**src/rtl/avc_defs.vh**
```
`ifndef AVC_DEFS_VH
`define AVC_DEFS_VH
// ---------------------------------------------
// timing
// ---------------------------------------------
`define AVC_CLK_HZ 25000000
`define AVC_TICK_MS 10
`define AVC_TICK_CYC (`AVC_CLK_HZ / 1000 * `AVC_TICK_MS)
`define AVC_DEB_MS 20
`define AVC_DEB_TICKS (`AVC_DEB_MS / `AVC_TICK_MS)
`define AVC_HOLD_S 3
`define AVC_HOLD_TICKS (`AVC_HOLD_S * 1000 / `AVC_TICK_MS)
`define AVC_DELAY_S 5
`define AVC_DELAY_TICKS (`AVC_DELAY_S * 1000 / `AVC_TICK_MS)
`define AVC_WIN_MIN 5
`define AVC_WIN_TICKS (`AVC_WIN_MIN * 60000 / `AVC_TICK_MS)
`define AVC_MSG_S 2
`define AVC_MSG_TICKS (`AVC_MSG_S * 1000 / `AVC_TICK_MS)
// ---------------------------------------------
// switch bank positions (bit n is position n+1, 1 = on)
// ---------------------------------------------
`define AVC_SW_RANGE_A 0
`define AVC_SW_RANGE_B 1
`define AVC_SW_UNIT_A 3
`define AVC_SW_UNIT_B 4
`define AVC_SW_VSPAN 5
`define AVC_SW_DIRECT 6
// ---------------------------------------------
// full scale values
// ---------------------------------------------
`define AVC_FS_IMP_4 16'h0FA0
`define AVC_FS_IMP_3 16'h0BB8
`define AVC_FS_IMP_2 16'h07D0
`define AVC_FS_IMP_1 16'h03E8
`define AVC_FS_MET_4 16'h0014
`define AVC_FS_MET_3 16'h000F
`define AVC_FS_MET_2 16'h000A
`define AVC_FS_MET_1 16'h0005
// ---------------------------------------------
// display message codes
// ---------------------------------------------
`define AVC_MSG_HOME 4'h0
`define AVC_MSG_ZERO 4'h1
`define AVC_MSG_SPAN 4'h2
`define AVC_MSG_FAULT 4'h3
`define AVC_MSG_OVER 4'h4
`define AVC_MSG_UNDER 4'h5
`define AVC_MSG_DAMAGE 4'h6
`define AVC_MSG_SECU 4'h7
`define AVC_MSG_LEVEL 4'h8
`define AVC_MSG_CODE 4'h9
`define AVC_MSG_MENU 4'hA
// ---------------------------------------------
// register map and reset values
// ---------------------------------------------
`define AVC_REG_STATUS 8'h00
`define AVC_REG_CAL_LO 8'h04
`define AVC_REG_CAL_HI 8'h08
`define AVC_REG_ZERO 8'h0C
`define AVC_REG_SPAN 8'h10
`define AVC_CAL_LO_RST 16'h0000
`define AVC_CAL_HI_RST 16'hFFFF
`define AVC_LVL_RST 2'h0
`define AVC_DIGIT_MAX 4'h9
`define AVC_LVL_MAX 4'h3
`endif

```
**src/rtl/avc_tick.v**
```verilog
`timescale 1ns/1ps
`include "avc_defs.vh"
// ---------------------------------------------
// fixed timing tick
// ---------------------------------------------
module avc_tick #(
  parameter TICK_CYC = `AVC_TICK_CYC
) (
  input wire clk_i,
  input wire rst_i,
  output reg tick_o
);
  localparam [31:0] LAST = TICK_CYC - 1;
  reg [23:0] cnt;

  // one-cycle tick every TICK_CYC clocks
  always @(posedge clk_i) begin
    if (rst_i) begin
      cnt <= 24'h000000;
      tick_o <= 1'b0;
    end else if (cnt == LAST[23:0]) begin
      cnt <= 24'h000000;
      tick_o <= 1'b1;
    end else begin
      cnt <= cnt + 24'h000001;
      tick_o <= 1'b0;
    end
  end
endmodule

```
**src/rtl/avc_btn.v**
```verilog
`timescale 1ns/1ps
`include "avc_defs.vh"
// ---------------------------------------------
// button debounce and hold timer
// ---------------------------------------------
module avc_btn #(
  parameter [15:0] DEB = `AVC_DEB_TICKS,
  parameter [15:0] HOLD = `AVC_HOLD_TICKS
) (
  input wire clk_i,
  input wire rst_i,
  input wire tick_i,
  input wire raw_i,
  output reg level_o,
  output reg tap_o,
  output reg hold_o
);
  reg [15:0] deb_cnt;
  reg [15:0] hold_cnt;
  reg held;

  // raw level must differ from the accepted one for DEB ticks
  always @(posedge clk_i) begin
    if (rst_i) begin
      deb_cnt <= 16'h0000;
      level_o <= 1'b0;
    end else if (tick_i) begin
      if (raw_i == level_o) begin
        deb_cnt <= 16'h0000;
      end else if (deb_cnt + 16'h0001 >= DEB) begin
        deb_cnt <= 16'h0000;
        level_o <= raw_i;
      end else begin
        deb_cnt <= deb_cnt + 16'h0001;
      end
    end
  end

  // hold pulse once per press; tap only for a release accepted before or on the tick of the hold
  always @(posedge clk_i) begin
    if (rst_i) begin
      hold_cnt <= 16'h0000;
      held <= 1'b0;
      hold_o <= 1'b0;
      tap_o <= 1'b0;
    end else begin
      hold_o <= 1'b0;
      tap_o <= 1'b0;
      if (!level_o) begin
        hold_cnt <= 16'h0000;
        held <= 1'b0;
      end else if (tick_i && !held) begin
        if (hold_cnt + 16'h0001 >= HOLD) begin
          held <= 1'b1;
          hold_o <= 1'b1;
        end
        hold_cnt <= hold_cnt + 16'h0001;
      end
      if (tick_i && level_o && !raw_i && deb_cnt + 16'h0001 >= DEB && !held) begin
        tap_o <= 1'b1;
      end
    end
  end
endmodule

```
**src/rtl/avc_top.v**
```verilog
`timescale 1ns/1ps
`include "avc_defs.vh"
// Operation
// - switch positions 1 and 2 pick full scale 4000/3000/2000/1000 FEET_PER_MINUTE_UNIT or 20/15/10/5 m/s.
// - imperial units only when positions 4 and 5 are both on, else metric.
// - position 6 on gives 0-10 VDC span, off gives 0-5 VDC.
// - position 7 on gives direct output, off gives inverted output.
// - the second and third switch banks are reserved and ignored.
// - calibration change is applied 5 seconds after the button is released.
// - zero held 3 seconds captures reading as zero, shows zero message, returns home.
// - span accepted only after zero and within 5 minutes of it; a span later than that is ignored.
// - span held 3 seconds stores present reading as span reference, shows span message.
// - span tried before any zero shows the calibration fault message briefly.
// - velocity above maximum span flags over-range.
// - velocity below minimum span flags under-range.
// - reading outside the valid setting window at a press shows calibration fault.
// - a failed sensor shows a distinct damage indication.
// - home state shows the measured value and its unit.
// - both buttons held at home show security prompt, release shows level.
// - span held 3 seconds at the level screen enters the mode menu.
// - zero at level screen opens 3-digit code editor; span selects, zero increments.
// - a lower-level code is temporary, a higher-level code is persistent.
// - 000 allows all, 111 view and zero only, 222 and 333 nothing.
// - start in velocity mode; flow mode only via menu with display attached.
module avc_top #(
  parameter TICK_CYC = `AVC_TICK_CYC,
  parameter [15:0] DEB = `AVC_DEB_TICKS,
  parameter [15:0] HOLD = `AVC_HOLD_TICKS,
  parameter [15:0] DELAY = `AVC_DELAY_TICKS,
  parameter [15:0] WIN = `AVC_WIN_TICKS,
  parameter [15:0] MSGT = `AVC_MSG_TICKS
) (
  input wire clk_i,
  input wire rst_i,
  input wire [7:0] analog_config_switch_bank_i,
  input wire zero_btn_i,
  input wire span_btn_i,
  input wire display_present_i,
  input wire sensor_fault_i,
  input wire [15:0] velocity_i,
  input wire wb_cyc_i,
  input wire wb_stb_i,
  input wire wb_we_i,
  input wire [7:0] wb_adr_i,
  input wire [3:0] wb_sel_i,
  input wire [31:0] wb_dat_i,
  output reg [31:0] wb_dat_o,
  output reg wb_ack_o,
  output reg [15:0] full_scale_o,
  output reg unit_imperial_o,
  output reg vout_10v_o,
  output reg out_direct_o,
  output reg [15:0] out_level_o,
  output reg [3:0] msg_o,
  output reg [1:0] sec_level_o,
  output reg [11:0] code_o,
  output reg [1:0] code_pos_o,
  output reg flow_mode_o,
  output reg over_range_o,
  output reg under_range_o
);
  // ---------------------------------------------
  // states
  // ---------------------------------------------
  localparam [2:0] S_HOME = 3'h0;
  localparam [2:0] S_SECP = 3'h1;
  localparam [2:0] S_SECL = 3'h2;
  localparam [2:0] S_CODE = 3'h3;
  localparam [2:0] S_MENU = 3'h4;
  localparam [2:0] S_MSG = 3'h5;
  localparam [2:0] S_CALW = 3'h6;
  localparam [1:0] A_VIEW = 2'h0;
  localparam [1:0] A_ZERO = 2'h1;
  localparam [1:0] A_SPAN = 2'h2;

  reg [2:0] state;
  reg [15:0] cnt;
  reg [15:0] win_cnt;
  reg zero_done;
  reg cal_span;
  reg released;
  reg [1:0] pers_lvl;
  reg [1:0] temp_lvl;
  reg temp_v;
  reg [3:0] dig0;
  reg [3:0] dig1;
  reg [3:0] dig2;
  reg [15:0] zero_ref;
  reg [15:0] span_ref;
  reg [15:0] cal_lo;
  reg [15:0] cal_hi;
  reg [15:0] next_fs;
  reg [15:0] next_corr;
  wire tick;
  wire z_lvl;
  wire z_tap;
  wire z_hold;
  wire s_lvl;
  wire s_tap;
  wire s_hold;
  wire [1:0] lvl;
  wire in_win;
  wire win_ok;
  wire code_ok;
  wire wb_req;

  // ---------------------------------------------
  // helpers
  // ---------------------------------------------
  // access table by security level
  function acc;
    input [1:0] level;
    input [1:0] what;
    begin
      case (what)
        A_VIEW: acc = (level == 2'h0) || (level == 2'h1);
        A_ZERO: acc = (level == 2'h0) || (level == 2'h1);
        A_SPAN: acc = (level == 2'h0);
        default: acc = 1'b0;
      endcase
    end
  endfunction

  // code digit step wraps after nine
  function [3:0] dig_inc;
    input [3:0] d;
    begin
      dig_inc = (d == `AVC_DIGIT_MAX) ? 4'h0 : d + 4'h1;
    end
  endfunction

  // ---------------------------------------------
  // tick and buttons
  // ---------------------------------------------
  avc_tick #(.TICK_CYC(TICK_CYC)) u_tick (
    .clk_i(clk_i),
    .rst_i(rst_i),
    .tick_o(tick)
  );

  avc_btn #(.DEB(DEB), .HOLD(HOLD)) u_zero (
    .clk_i(clk_i),
    .rst_i(rst_i),
    .tick_i(tick),
    .raw_i(zero_btn_i),
    .level_o(z_lvl),
    .tap_o(z_tap),
    .hold_o(z_hold)
  );

  avc_btn #(.DEB(DEB), .HOLD(HOLD)) u_span (
    .clk_i(clk_i),
    .rst_i(rst_i),
    .tick_i(tick),
    .raw_i(span_btn_i),
    .level_o(s_lvl),
    .tap_o(s_tap),
    .hold_o(s_hold)
  );

  // ---------------------------------------------
  // configuration decode
  // ---------------------------------------------
  // reserved switch banks have no input at all, so they cannot steer anything
  always @* begin
    case ({analog_config_switch_bank_i[`AVC_SW_RANGE_A], analog_config_switch_bank_i[`AVC_SW_RANGE_B]})
      2'h3: next_fs = unit_imperial_o ? `AVC_FS_IMP_4 : `AVC_FS_MET_4;
      2'h2: next_fs = unit_imperial_o ? `AVC_FS_IMP_3 : `AVC_FS_MET_3;
      2'h1: next_fs = unit_imperial_o ? `AVC_FS_IMP_2 : `AVC_FS_MET_2;
      default: next_fs = unit_imperial_o ? `AVC_FS_IMP_1 : `AVC_FS_MET_1;
    endcase
    // corrected reading, clamped to full scale
    if (velocity_i <= zero_ref) begin
      next_corr = 16'h0000;
    end else if (velocity_i - zero_ref > full_scale_o) begin
      next_corr = full_scale_o;
    end else begin
      next_corr = velocity_i - zero_ref;
    end
  end

  // switches are only read at power-up in the field, but sampling them live is harmless
  always @(posedge clk_i) begin
    if (rst_i) begin
      unit_imperial_o <= 1'b0;
      full_scale_o <= `AVC_FS_MET_1;
      vout_10v_o <= 1'b0;
      out_direct_o <= 1'b0;
      out_level_o <= 16'h0000;
      over_range_o <= 1'b0;
      under_range_o <= 1'b0;
    end else begin
      unit_imperial_o <= analog_config_switch_bank_i[`AVC_SW_UNIT_A] &
                         analog_config_switch_bank_i[`AVC_SW_UNIT_B];
      full_scale_o <= next_fs;
      vout_10v_o <= analog_config_switch_bank_i[`AVC_SW_VSPAN];
      out_direct_o <= analog_config_switch_bank_i[`AVC_SW_DIRECT];
      out_level_o <= out_direct_o ? next_corr : full_scale_o - next_corr;
      over_range_o <= velocity_i > cal_hi;
      under_range_o <= velocity_i < cal_lo;
    end
  end

  // ---------------------------------------------
  // calibration window and security level
  // ---------------------------------------------
  assign in_win = (velocity_i >= cal_lo) && (velocity_i <= cal_hi);
  assign win_ok = zero_done && (win_cnt < WIN);
  assign lvl = temp_v ? temp_lvl : pers_lvl;
  assign code_ok = (dig0 == dig1) && (dig1 == dig2) && (dig0 <= `AVC_LVL_MAX);

  // ticks since the last zero; saturates so the window stays closed
  always @(posedge clk_i) begin
    if (rst_i) begin
      win_cnt <= 16'h0000;
    end else if (state == S_CALW && !cal_span && released && tick && cnt + 16'h0001 >= DELAY) begin
      win_cnt <= 16'h0000;
    end else if (tick && win_cnt < WIN) begin
      win_cnt <= win_cnt + 16'h0001;
    end
  end

  // ---------------------------------------------
  // main state machine
  // ---------------------------------------------
  always @(posedge clk_i) begin
    if (rst_i) begin
      state <= S_HOME;
      cnt <= 16'h0000;
      zero_done <= 1'b0;
      cal_span <= 1'b0;
      released <= 1'b0;
      pers_lvl <= `AVC_LVL_RST;
      temp_lvl <= `AVC_LVL_RST;
      temp_v <= 1'b0;
      dig0 <= 4'h0;
      dig1 <= 4'h0;
      dig2 <= 4'h0;
      code_pos_o <= 2'h0;
      zero_ref <= 16'h0000;
      span_ref <= 16'h0000;
      flow_mode_o <= 1'b0;
      msg_o <= `AVC_MSG_HOME;
    end else begin
      case (state)
        S_HOME: begin
          if (sensor_fault_i) begin
            msg_o <= `AVC_MSG_DAMAGE;
          end else if (over_range_o) begin
            msg_o <= `AVC_MSG_OVER;
          end else if (under_range_o) begin
            msg_o <= `AVC_MSG_UNDER;
          end else begin
            msg_o <= `AVC_MSG_HOME;
          end
          if (z_lvl && s_lvl) begin
            state <= S_SECP;
            msg_o <= `AVC_MSG_SECU;
          end else if (z_hold && acc(lvl, A_ZERO)) begin
            cnt <= 16'h0000;
            if (!in_win) begin
              state <= S_MSG;
              msg_o <= `AVC_MSG_FAULT;
            end else begin
              state <= S_CALW;
              cal_span <= 1'b0;
              released <= 1'b0;
            end
          end else if (s_hold && acc(lvl, A_SPAN)) begin
            cnt <= 16'h0000;
            if (!zero_done || !in_win) begin
              state <= S_MSG;
              msg_o <= `AVC_MSG_FAULT;
            end else if (win_ok) begin
              state <= S_CALW;
              cal_span <= 1'b1;
              released <= 1'b0;
            end
          end
        end
        S_SECP: begin
          // wait for both buttons to come up before showing the level
          if (!z_lvl && !s_lvl) begin
            state <= S_SECL;
            msg_o <= `AVC_MSG_LEVEL;
          end
        end
        S_SECL: begin
          if (s_hold) begin
            if (acc(lvl, A_VIEW)) begin
              state <= S_MENU;
              msg_o <= `AVC_MSG_MENU;
            end else begin
              state <= S_HOME;
              temp_v <= 1'b0;
            end
          end else if (z_tap) begin
            state <= S_CODE;
            msg_o <= `AVC_MSG_CODE;
            dig0 <= 4'h0;
            dig1 <= 4'h0;
            dig2 <= 4'h0;
            code_pos_o <= 2'h0;
          end
        end
        S_CODE: begin
          if (s_hold) begin
            cnt <= 16'h0000;
            if (!code_ok) begin
              state <= S_MSG;
              msg_o <= `AVC_MSG_FAULT;
            end else if (dig0[1:0] < lvl) begin
              temp_lvl <= dig0[1:0];
              temp_v <= 1'b1;
              state <= S_SECL;
              msg_o <= `AVC_MSG_LEVEL;
            end else begin
              pers_lvl <= dig0[1:0];
              temp_v <= 1'b0;
              state <= S_SECL;
              msg_o <= `AVC_MSG_LEVEL;
            end
          end else if (s_tap) begin
            code_pos_o <= (code_pos_o == 2'h2) ? 2'h0 : code_pos_o + 2'h1;
          end else if (z_tap) begin
            case (code_pos_o)
              2'h0: dig0 <= dig_inc(dig0);
              2'h1: dig1 <= dig_inc(dig1);
              default: dig2 <= dig_inc(dig2);
            endcase
          end
        end
        S_MENU: begin
          if (s_hold) begin
            state <= S_HOME;
            temp_v <= 1'b0;
          end else if (z_tap && display_present_i && acc(lvl, A_VIEW)) begin
            flow_mode_o <= ~flow_mode_o;
          end
        end
        S_MSG: begin
          // confirmation and fault messages stand for a fixed time
          if (tick) begin
            if (cnt + 16'h0001 >= MSGT) begin
              state <= S_HOME;
              msg_o <= `AVC_MSG_HOME;
            end
            cnt <= cnt + 16'h0001;
          end
        end
        S_CALW: begin
          // delay starts at release so hand movement does not upset the reading
          if (!released) begin
            if (!z_lvl && !s_lvl) begin
              released <= 1'b1;
              cnt <= 16'h0000;
            end
          end else if (tick) begin
            cnt <= cnt + 16'h0001;
            if (cnt + 16'h0001 >= DELAY) begin
              cnt <= 16'h0000;
              state <= S_MSG;
              if (cal_span) begin
                span_ref <= velocity_i;
                msg_o <= `AVC_MSG_SPAN;
              end else begin
                zero_ref <= velocity_i;
                zero_done <= 1'b1;
                msg_o <= `AVC_MSG_ZERO;
              end
            end
          end
        end
        default: begin
          state <= S_HOME;
        end
      endcase
    end
  end

  // level and code shown on the display
  always @(posedge clk_i) begin
    if (rst_i) begin
      sec_level_o <= `AVC_LVL_RST;
      code_o <= 12'h000;
    end else begin
      sec_level_o <= lvl;
      code_o <= {dig2, dig1, dig0};
    end
  end

  // ---------------------------------------------
  // wishbone slave
  // ---------------------------------------------
  assign wb_req = wb_cyc_i & wb_stb_i & ~wb_ack_o;

  // ack one cycle after the strobe; unmapped reads give zero
  always @(posedge clk_i) begin
    if (rst_i) begin
      wb_ack_o <= 1'b0;
      wb_dat_o <= 32'h00000000;
      cal_lo <= `AVC_CAL_LO_RST;
      cal_hi <= `AVC_CAL_HI_RST;
    end else begin
      wb_ack_o <= wb_req;
      if (wb_cyc_i && wb_stb_i && wb_we_i && wb_ack_o) begin
        if (wb_adr_i == `AVC_REG_CAL_LO) begin
          if (wb_sel_i[0]) cal_lo[7:0] <= wb_dat_i[7:0];
          if (wb_sel_i[1]) cal_lo[15:8] <= wb_dat_i[15:8];
        end
        if (wb_adr_i == `AVC_REG_CAL_HI) begin
          if (wb_sel_i[0]) cal_hi[7:0] <= wb_dat_i[7:0];
          if (wb_sel_i[1]) cal_hi[15:8] <= wb_dat_i[15:8];
        end
      end
      case (wb_adr_i)
        `AVC_REG_STATUS: wb_dat_o <= {21'h000000, temp_v, under_range_o, over_range_o,
                                      flow_mode_o, lvl, win_ok, zero_done, state};
        `AVC_REG_CAL_LO: wb_dat_o <= {16'h0000, cal_lo};
        `AVC_REG_CAL_HI: wb_dat_o <= {16'h0000, cal_hi};
        `AVC_REG_ZERO: wb_dat_o <= {16'h0000, zero_ref};
        `AVC_REG_SPAN: wb_dat_o <= {16'h0000, span_ref};
        default: wb_dat_o <= 32'h00000000;
      endcase
    end
  end
endmodule

```
**config.mk**
```make
export PLATFORM = sky130hd
export DESIGN_NAME = avc_top
export DESIGN_NICKNAME = d
export VERILOG_FILES = /design/src/rtl/avc_tick.v /design/src/rtl/avc_btn.v /design/src/rtl/avc_top.v
export VERILOG_INCLUDE_DIRS = /design/src /design/src/rtl
export SDC_FILE = /design/constraint.sdc
export NUM_CORES = 1
export LEC_CHECK = 0
export BUFFER_PORTS_ARGS = -buffer_cell sky130_fd_sc_hd__buf_4
export CAP_MARGIN = 15
export CORE_MARGIN = 4
export CORE_UTILIZATION = 50
export DETAILED_ROUTE_END_ITERATION = 16
export PLACE_DENSITY = 0.7
export SLEW_MARGIN = 40
export SYNTH_ARGS = -nofsm -noshare
export SYNTH_HDL_FRONTEND = slang
export SYNTH_SLANG_ARGS = --single-unit
```
**constraint.sdc**
```tcl
create_clock -name clk_i -period 7.1 [get_ports clk_i]
set_input_delay 0.355 -clock clk_i [delete_from_list [all_inputs] [get_ports clk_i]]
set_output_delay 0.355 -clock clk_i [all_outputs]
set_load 0.02 [all_outputs]
```
* Word-level counts from Yosys, hierarchy flattened
Index checks and enable logic that the tools add are counted.
Word-level totals: output and inout port bits 91, register bits after elaboration 307
Cells by class: add/sub/neg operators 13, bitwise gates (word level) 15, reduce and logical (&&, ||, !) cells 80, mux-type cells 128, magnitude comparators 15, eq/ne operators 57
Operators by type and width (count):
- two-way mux 16 bit | 16
- two-way mux 4 bit | 33
- adder 16 x 1 -> 16 bit, second input constant | 6
- case mux 16 bit (5 select lines) | 1
- case mux 16 bit (4 select lines) | 1
- two-way mux 3 bit | 20
- greater-or-equal comparator 16 x 9 -> 1 bit, second input constant | 3
- two-way mux 1 bit | 36
- case mux 12 bit (3 select lines) | 1
- greater-or-equal comparator 16 x 2 -> 1 bit, second input constant | 2
- > comparator 16 bit | 2
- less-or-equal comparator 16 bit | 2
- subtractor 16 bit | 2
- logical AND 1 bit | 28
- != test 2 bit, second input constant | 14
- AND reduction 7 bit | 4
- adder 24 x 1 -> 24 bit, second input constant | 1
- equality test 24 x 18 -> 1 bit, second input constant | 1
- two-way mux 12 bit | 2
- case mux 4 bit (2 select lines) | 3
- case mux 4 bit (6 select lines) | 1
- case mux 3 bit (7 select lines) | 1
- AND reduction 3 bit | 7
- != test 2 x 1 -> 1 bit, second input constant | 9
- 49 further kinds | 112

* Depth between registers and ports, before layout
depth after elaboration 16, mapped depth 29, depth with buffers taken out 29

* By module
From an unflattened synthesis, not the netlist that was laid out.
Second synthesis, totals: cells, all modules 1920, area, all modules 16090.4 µm²
By module, submodules not included:
- avc_top | cells each 1333, times used 1, area each 11004.3 µm², seq. area each 3763.6 µm²
- avc_btn | cells each 227, times used 2, area each 1965.6 µm², seq. area each 720.7 µm²
- avc_tick | cells each 133, times used 1, area each 1154.9 µm², seq. area each 500.5 µm²

* Worst setup path before layout
Ideal clock, no wire load.
kind register to register, start point register zero_ref[1], end point register out_level_o[10], path slack 1.486 ns, arrival time 5.495 ns, stages on the path, launching flop included 27, period minus slack after synthesis 5.614 ns, data required time 6.980 ns, buffers on the path 0, cell sequence dfxtp_1 -> inv_1 -> ha_1 -> nor2b_1 -> o31a_1 -> o41a_1 -> a211oi_1 -> xnor2_1 -> ha_1 -> nand4_1 -> or3_1 -> o31a_1 -> a221oi_2 -> nand4_2 -> mux2_2 -> nor2b_1 -> ha_1 -> inv_1 -> fa_1 -> a21o_1 -> a211oi_1 -> o21ai_0 -> o211ai_1 -> o21ai_0 -> xnor2_1 -> nor2_1 -> a211o_1
Between the ends: word-level cells in the longest chain between the ends 6, elaborated cells between the ends (all ways) 7, classes of those cells add/sub (2); order compare (2); mux (3)
RTL lines:
- start, declared | line avc_top.v:88 | reg [15:0] zero_ref;
- start signal, assigned | line avc_top.v:367 | zero_ref <= velocity_i;
- subtractor 16 bit | line avc_top.v:175, avc_top.v:178
- > comparator 16 bit | line avc_top.v:175 | end else if (velocity_i - zero_ref > full_scale_o) begin
- two-way mux 16 bit | line avc_top.v:175
- two-way mux 16 bit * | line avc_top.v:173 | if (velocity_i <= zero_ref) begin
- subtractor 16 bit | line avc_top.v:198 | out_level_o <= out_direct_o ? next_corr : full_scale_o - next_corr;
- two-way mux 16 bit * | line avc_top.v:198
- end signal, assigned | line avc_top.v:198
- end, declared | line avc_top.v:53 | output reg [15:0] out_level_o,
Mark *: on every way between the ends. The rest lies on a longest branch, timed or not. A chain may end at the register's enable or synchronous reset.

* Worst setup path after layout
Ends and elaborated chain as after synthesis.

==> impl_summary.md <==
Outcome
The flow ran to the end, and the final reports show no timing, DRC or antenna violations.

Logic synthesis
The biggest area contributor in the post-synthesis netlist is sky130_fd_sc_hd__dfxtp_1. The number of unique standard cell types used by synthesis is 87. In this run the mean area of a mapped cell was between 8 and 9 sq um. The share of synthesized area in the top cell type comes to between 30% and 40%. The total number of yosys warnings is 0.

The cell count after synthesis came out at approximately 1900. Summing the sequential cell areas from Yosys gives 36.4% of the chip area. Synthesis inferred roughly 290 register bits.

Yosys mapped a number of flops with a built-in enable equal to 0. By count the netlist is led by sky130_fd_sc_hd__dfxtp_1 (285), sky130_fd_sc_hd__nor2_1 (255), sky130_fd_sc_hd__nand2_1 (130), sky130_fd_sc_hd__ha_1 (92), sky130_fd_sc_hd__a21oi_1 (89). The dominant synthesized flop cell is sky130_fd_sc_hd__dfxtp_1. Of all flip-flops after synthesis, the portion carrying an async set or reset was 0%. In the post-synthesis netlist, the biggest area contributors are sky130_fd_sc_hd__dfxtp_1 (36%), sky130_fd_sc_hd__ha_1 (7.3%), sky130_fd_sc_hd__nor2_1 (6.1%). In this run the cell area of the synthesized design comes to 15700 sq um. sky130_fd_sc_hd__dfxtp_1 is the most common cell in the netlist.

Clocking
The number of clock sinks is 285. The clock tree root driver cell is sky130_fd_sc_hd__clkbuf_16. TritonCTS built the clock tree. Once the clock tree was built, the setup fixing pass inserted 0 buffers.

The post-CTS clock slew at the launch and capture registers of the worst setup and hold paths is 60 ps. After clock tree synthesis, the repair step resized 0 gates. The post-cts hold buffer count is 0. The count of H-tree levels built during CTS is 2. The clock passes through at most 3 buffers. The number of CTS-inserted buffers is 34. For the worst-skew pair, the clock arrives at the later sink with an insertion delay of ~530 ps.

Timing
Setup repair after global routing left no endpoint under its margin. The final hold slack is about 44 ps. Setup total negative slack on the finished layout was measured at 0 ps. Setup slack on the critical path of the routed design comes to approximately 680 ps. Setup violations remaining at the end of the flow were counted as 0. The count of final hold-check violations came to 0. Derived from the worst setup path, the maximum achievable clock frequency is roughly 0.16 GHz.

The clock arrives with about 29 ps of skew. For the pin with the worst max-slew slack, the measured transition is about 870 ps. The shortest clock period the worst path allows after layout is 6420 ps. Measured against its own limit, the worst slew margin works out to about 42%. Dividing the final minimum period by the clock period gives between 90% and 100%. The final number of max-transition violations is 0.

Placement
The post-detailed-placement half-perimeter wirelength is between 20000 and 30000 microns. The number of port buffers is ~130. The placement-stage worst setup slack is about 720 ps. The instance count after placement with tap cells included is 2307. The last weighted congestion value of the routability-driven placer is about 0.86.

Floorplan
The overall die height is 185 microns. After floorplanning, the core was sized to cover roughly 30000 sq um. The number of rows created at floorplan is between 60 and 70. Once the floorplan was initialized, standard cells occupied 51.0% of the core.

The floorplan die area is between 30000 and 40000 sq um. The I/O pin count is around 170. In this run the horizontal extent of the chip is 185 microns.

Worst setup path
The setup path with the least slack is of type reg -> reg. The cell seen most often among critical-path stages is sky130_fd_sc_hd__ha_1. Along the worst path, the maximum fanout reaches 17. The delay of the slowest cell on the worst path is 480 ps. The kind of cell with the highest combined delay along the critical path is compound AO/OA/AOI/OAI gates. STA classifies the critical path endpoint as a register.

The worst setup path is launched from a register. The number of buffers and inverters on the critical path is 3. The slowest library cell on the worst path is sky130_fd_sc_hd__a211oi_1. The required time of the critical path is between 7000 and 8000 ps. The arrival time at the worst endpoint is around 6800 ps.

Flow run
Max-cap violations in this run came to 0.

Cells and area
The final layout net count is 2118. The post-route netlist has a little under an eighth of its cells at a drive strength greater than 1. The area growth from synthesis to layout is 14.4%. The final cell count without fillers is between 2000 and 2500.

Global route
The number of global-route vias before repair is 12500. Entering global routing, the biggest net connects between 70 and 80 pins. The wire length of the first global-routing pass is just over 60000 microns. Global routing used between 20% and 30% of the available tracks across all layers.

The number of antenna violations at the first check in global routing came to 0. After global routing the overflow that remains totals 0.

Power
The worst voltage drop across the vdd grid is around 0.19 mV. The total power per unit cell area is between 200 and 250 nW/um^2. The static leakage power is between 7 and 8 nW.

Detailed routing
The total via count after detailed routing is 13400. The number of nets with antenna violations after routing is 0. The final wirelength is approximately 38000 microns. After detailed routing, the number of remaining DRC violations is 0.

The detailed router finished its first iteration with 851 violations. After detailed routing, the average wire length per cell comes to between 15 and 20 microns. The post-detailed-route via-to-cell ratio is roughly 5.6. Before antenna repair, the detailed router went through 7 iterations.

Worst hold path
The type of the tightest min-delay check is in -> reg.
==> cells in the final DEF, fill, tap and decap left out, types with 7 or more instances in the layout <==
master / count
sky130_fd_sc_hd__a211o_1: 16
sky130_fd_sc_hd__a211oi_1: 13
sky130_fd_sc_hd__a21o_1: 20
sky130_fd_sc_hd__a21oi_1: 89
sky130_fd_sc_hd__a221oi_1: 12
sky130_fd_sc_hd__a22o_1: 13
sky130_fd_sc_hd__a22oi_1: 9
sky130_fd_sc_hd__a31oi_1: 24
sky130_fd_sc_hd__and2_1: 45
sky130_fd_sc_hd__and3_1: 27
sky130_fd_sc_hd__and4_1: 10
sky130_fd_sc_hd__buf_4: 134
sky130_fd_sc_hd__clkbuf_1: 7
sky130_fd_sc_hd__clkbuf_16: 35
sky130_fd_sc_hd__conb_1: 20
sky130_fd_sc_hd__dfxtp_1: 284
sky130_fd_sc_hd__ha_1: 92
sky130_fd_sc_hd__inv_1: 86
sky130_fd_sc_hd__mux2_2: 11
sky130_fd_sc_hd__mux2i_1: 82
sky130_fd_sc_hd__nand2_1: 130
sky130_fd_sc_hd__nand2b_1: 29
sky130_fd_sc_hd__nand3_1: 64
sky130_fd_sc_hd__nand4_1: 39
sky130_fd_sc_hd__nor2_1: 254
sky130_fd_sc_hd__nor2b_1: 37
sky130_fd_sc_hd__nor3_1: 45
sky130_fd_sc_hd__nor4_1: 9
sky130_fd_sc_hd__o211ai_1: 13
sky130_fd_sc_hd__o21ai_0: 53
sky130_fd_sc_hd__or3_1: 18
sky130_fd_sc_hd__or4_1: 7
sky130_fd_sc_hd__xnor2_1: 50
sky130_fd_sc_hd__xor2_1: 56
==> worst paths after layout <==
check	from	end	slack, ps	cells after the start
setup reg to reg	zero_ref[1]$_SDFFE_PP0P_	out_level_o[10]$_SDFF_PP0_	680	27
hold / removal	wb_dat_i[7]	cal_hi[7]$_SDFFE_PP1P_	40	2
setup / recovery	zero_ref[1]$_SDFFE_PP0P_	out_level_o[10]$_SDFF_PP0_	680	27
hold reg to reg	u_tick.cnt[0]$_SDFF_PP0_	u_tick.cnt[0]$_SDFF_PP0_	450	1
==> sequential cells by signal, summed over array words and instances (netlist names), 3 cells and up <==
register and cells:
state 3, cal_lo 16, out_level_o 16, zero_ref 16, dig0 4, full_scale_o 10
cnt 16, code_o 12, u_tick.cnt 24, cal_hi 16, dig1 4, u_span.deb_cnt 16
wb_dat_o 16, u_zero.hold_cnt 16, u_zero.deb_cnt 16, msg_o 4, win_cnt 16, span_ref 16
dig2 4, u_span.hold_cnt 16
==> layer usage <==
metal | part of all wire [%] | track usage (%) | wire, microns | up-vias
li1 | - | - | - | 6671
met5 | 0 | 0 | 0 | -
met2 | 48 | 37.5 | 18100 | 328
met4 | 1.9 | 5.05 | 714 | 0
met1 | 45 | 28.4 | 17100 | 6306
met3 | 5.4 | 3.42 | 2070 | 54
==> through the flow <==
step	power, mW	utilization [%]	cell area, sq um
after detailed placement	2.21	54.5	16800
after CTS	4.01	58.3	17900
final	3.97	58.3	17900
after global placement	2.20	54.5	16700
after floorplan	2.05	-	15800
after global routing	4.13	58.3	17900
==> power breakdown <==
part / internal [mW] / switching, mW / leakage (nW)
Combinational: 0.216 / 0.269 / 4.47
Clock: 1.12 / 0.673 / 0.561
Sequential: 1.63 / 0.0563 / 2.30
Total: 2.97 / 0.999 / 7.33
==> cell type report <==
| class | instances | area (sq um) |
|---|---|---|
| multi-input combinational | 1405 | 9240 |
| sequential | 285 | 5710 |
| tap | 396 | 495 |
| clock inverter | 12 | 210 |
| inverter | 86 | 323 |
| fill | 2735 | 12800 |
| timing repair buffer | 135 | 1020 |
| clock buffer | 45 | 943 |
| antenna | 1 | 2.50 |
==> cell families (layout without fill, tap and decap cells) <==
kind of cell | count (synthesis) | after routing | share of synthesized area [%]
AOI/OAI and AO/OA | 339 | 339 | 14.9
xor gates and xnor gates | 107 | 107 | 6.02
adders and majority gates | 94 | 94 | 7.60
buffers and inverters | 191 | 278 | 5.39
DFF | 285 | 285 | 36.4
muxes | 96 | 96 | 6.29
other | 1 | 21 | 0.0239
and+or+nand+nor | 749 | 749 | 23.4
Note: power is estimated with default switching activity, not from simulation.
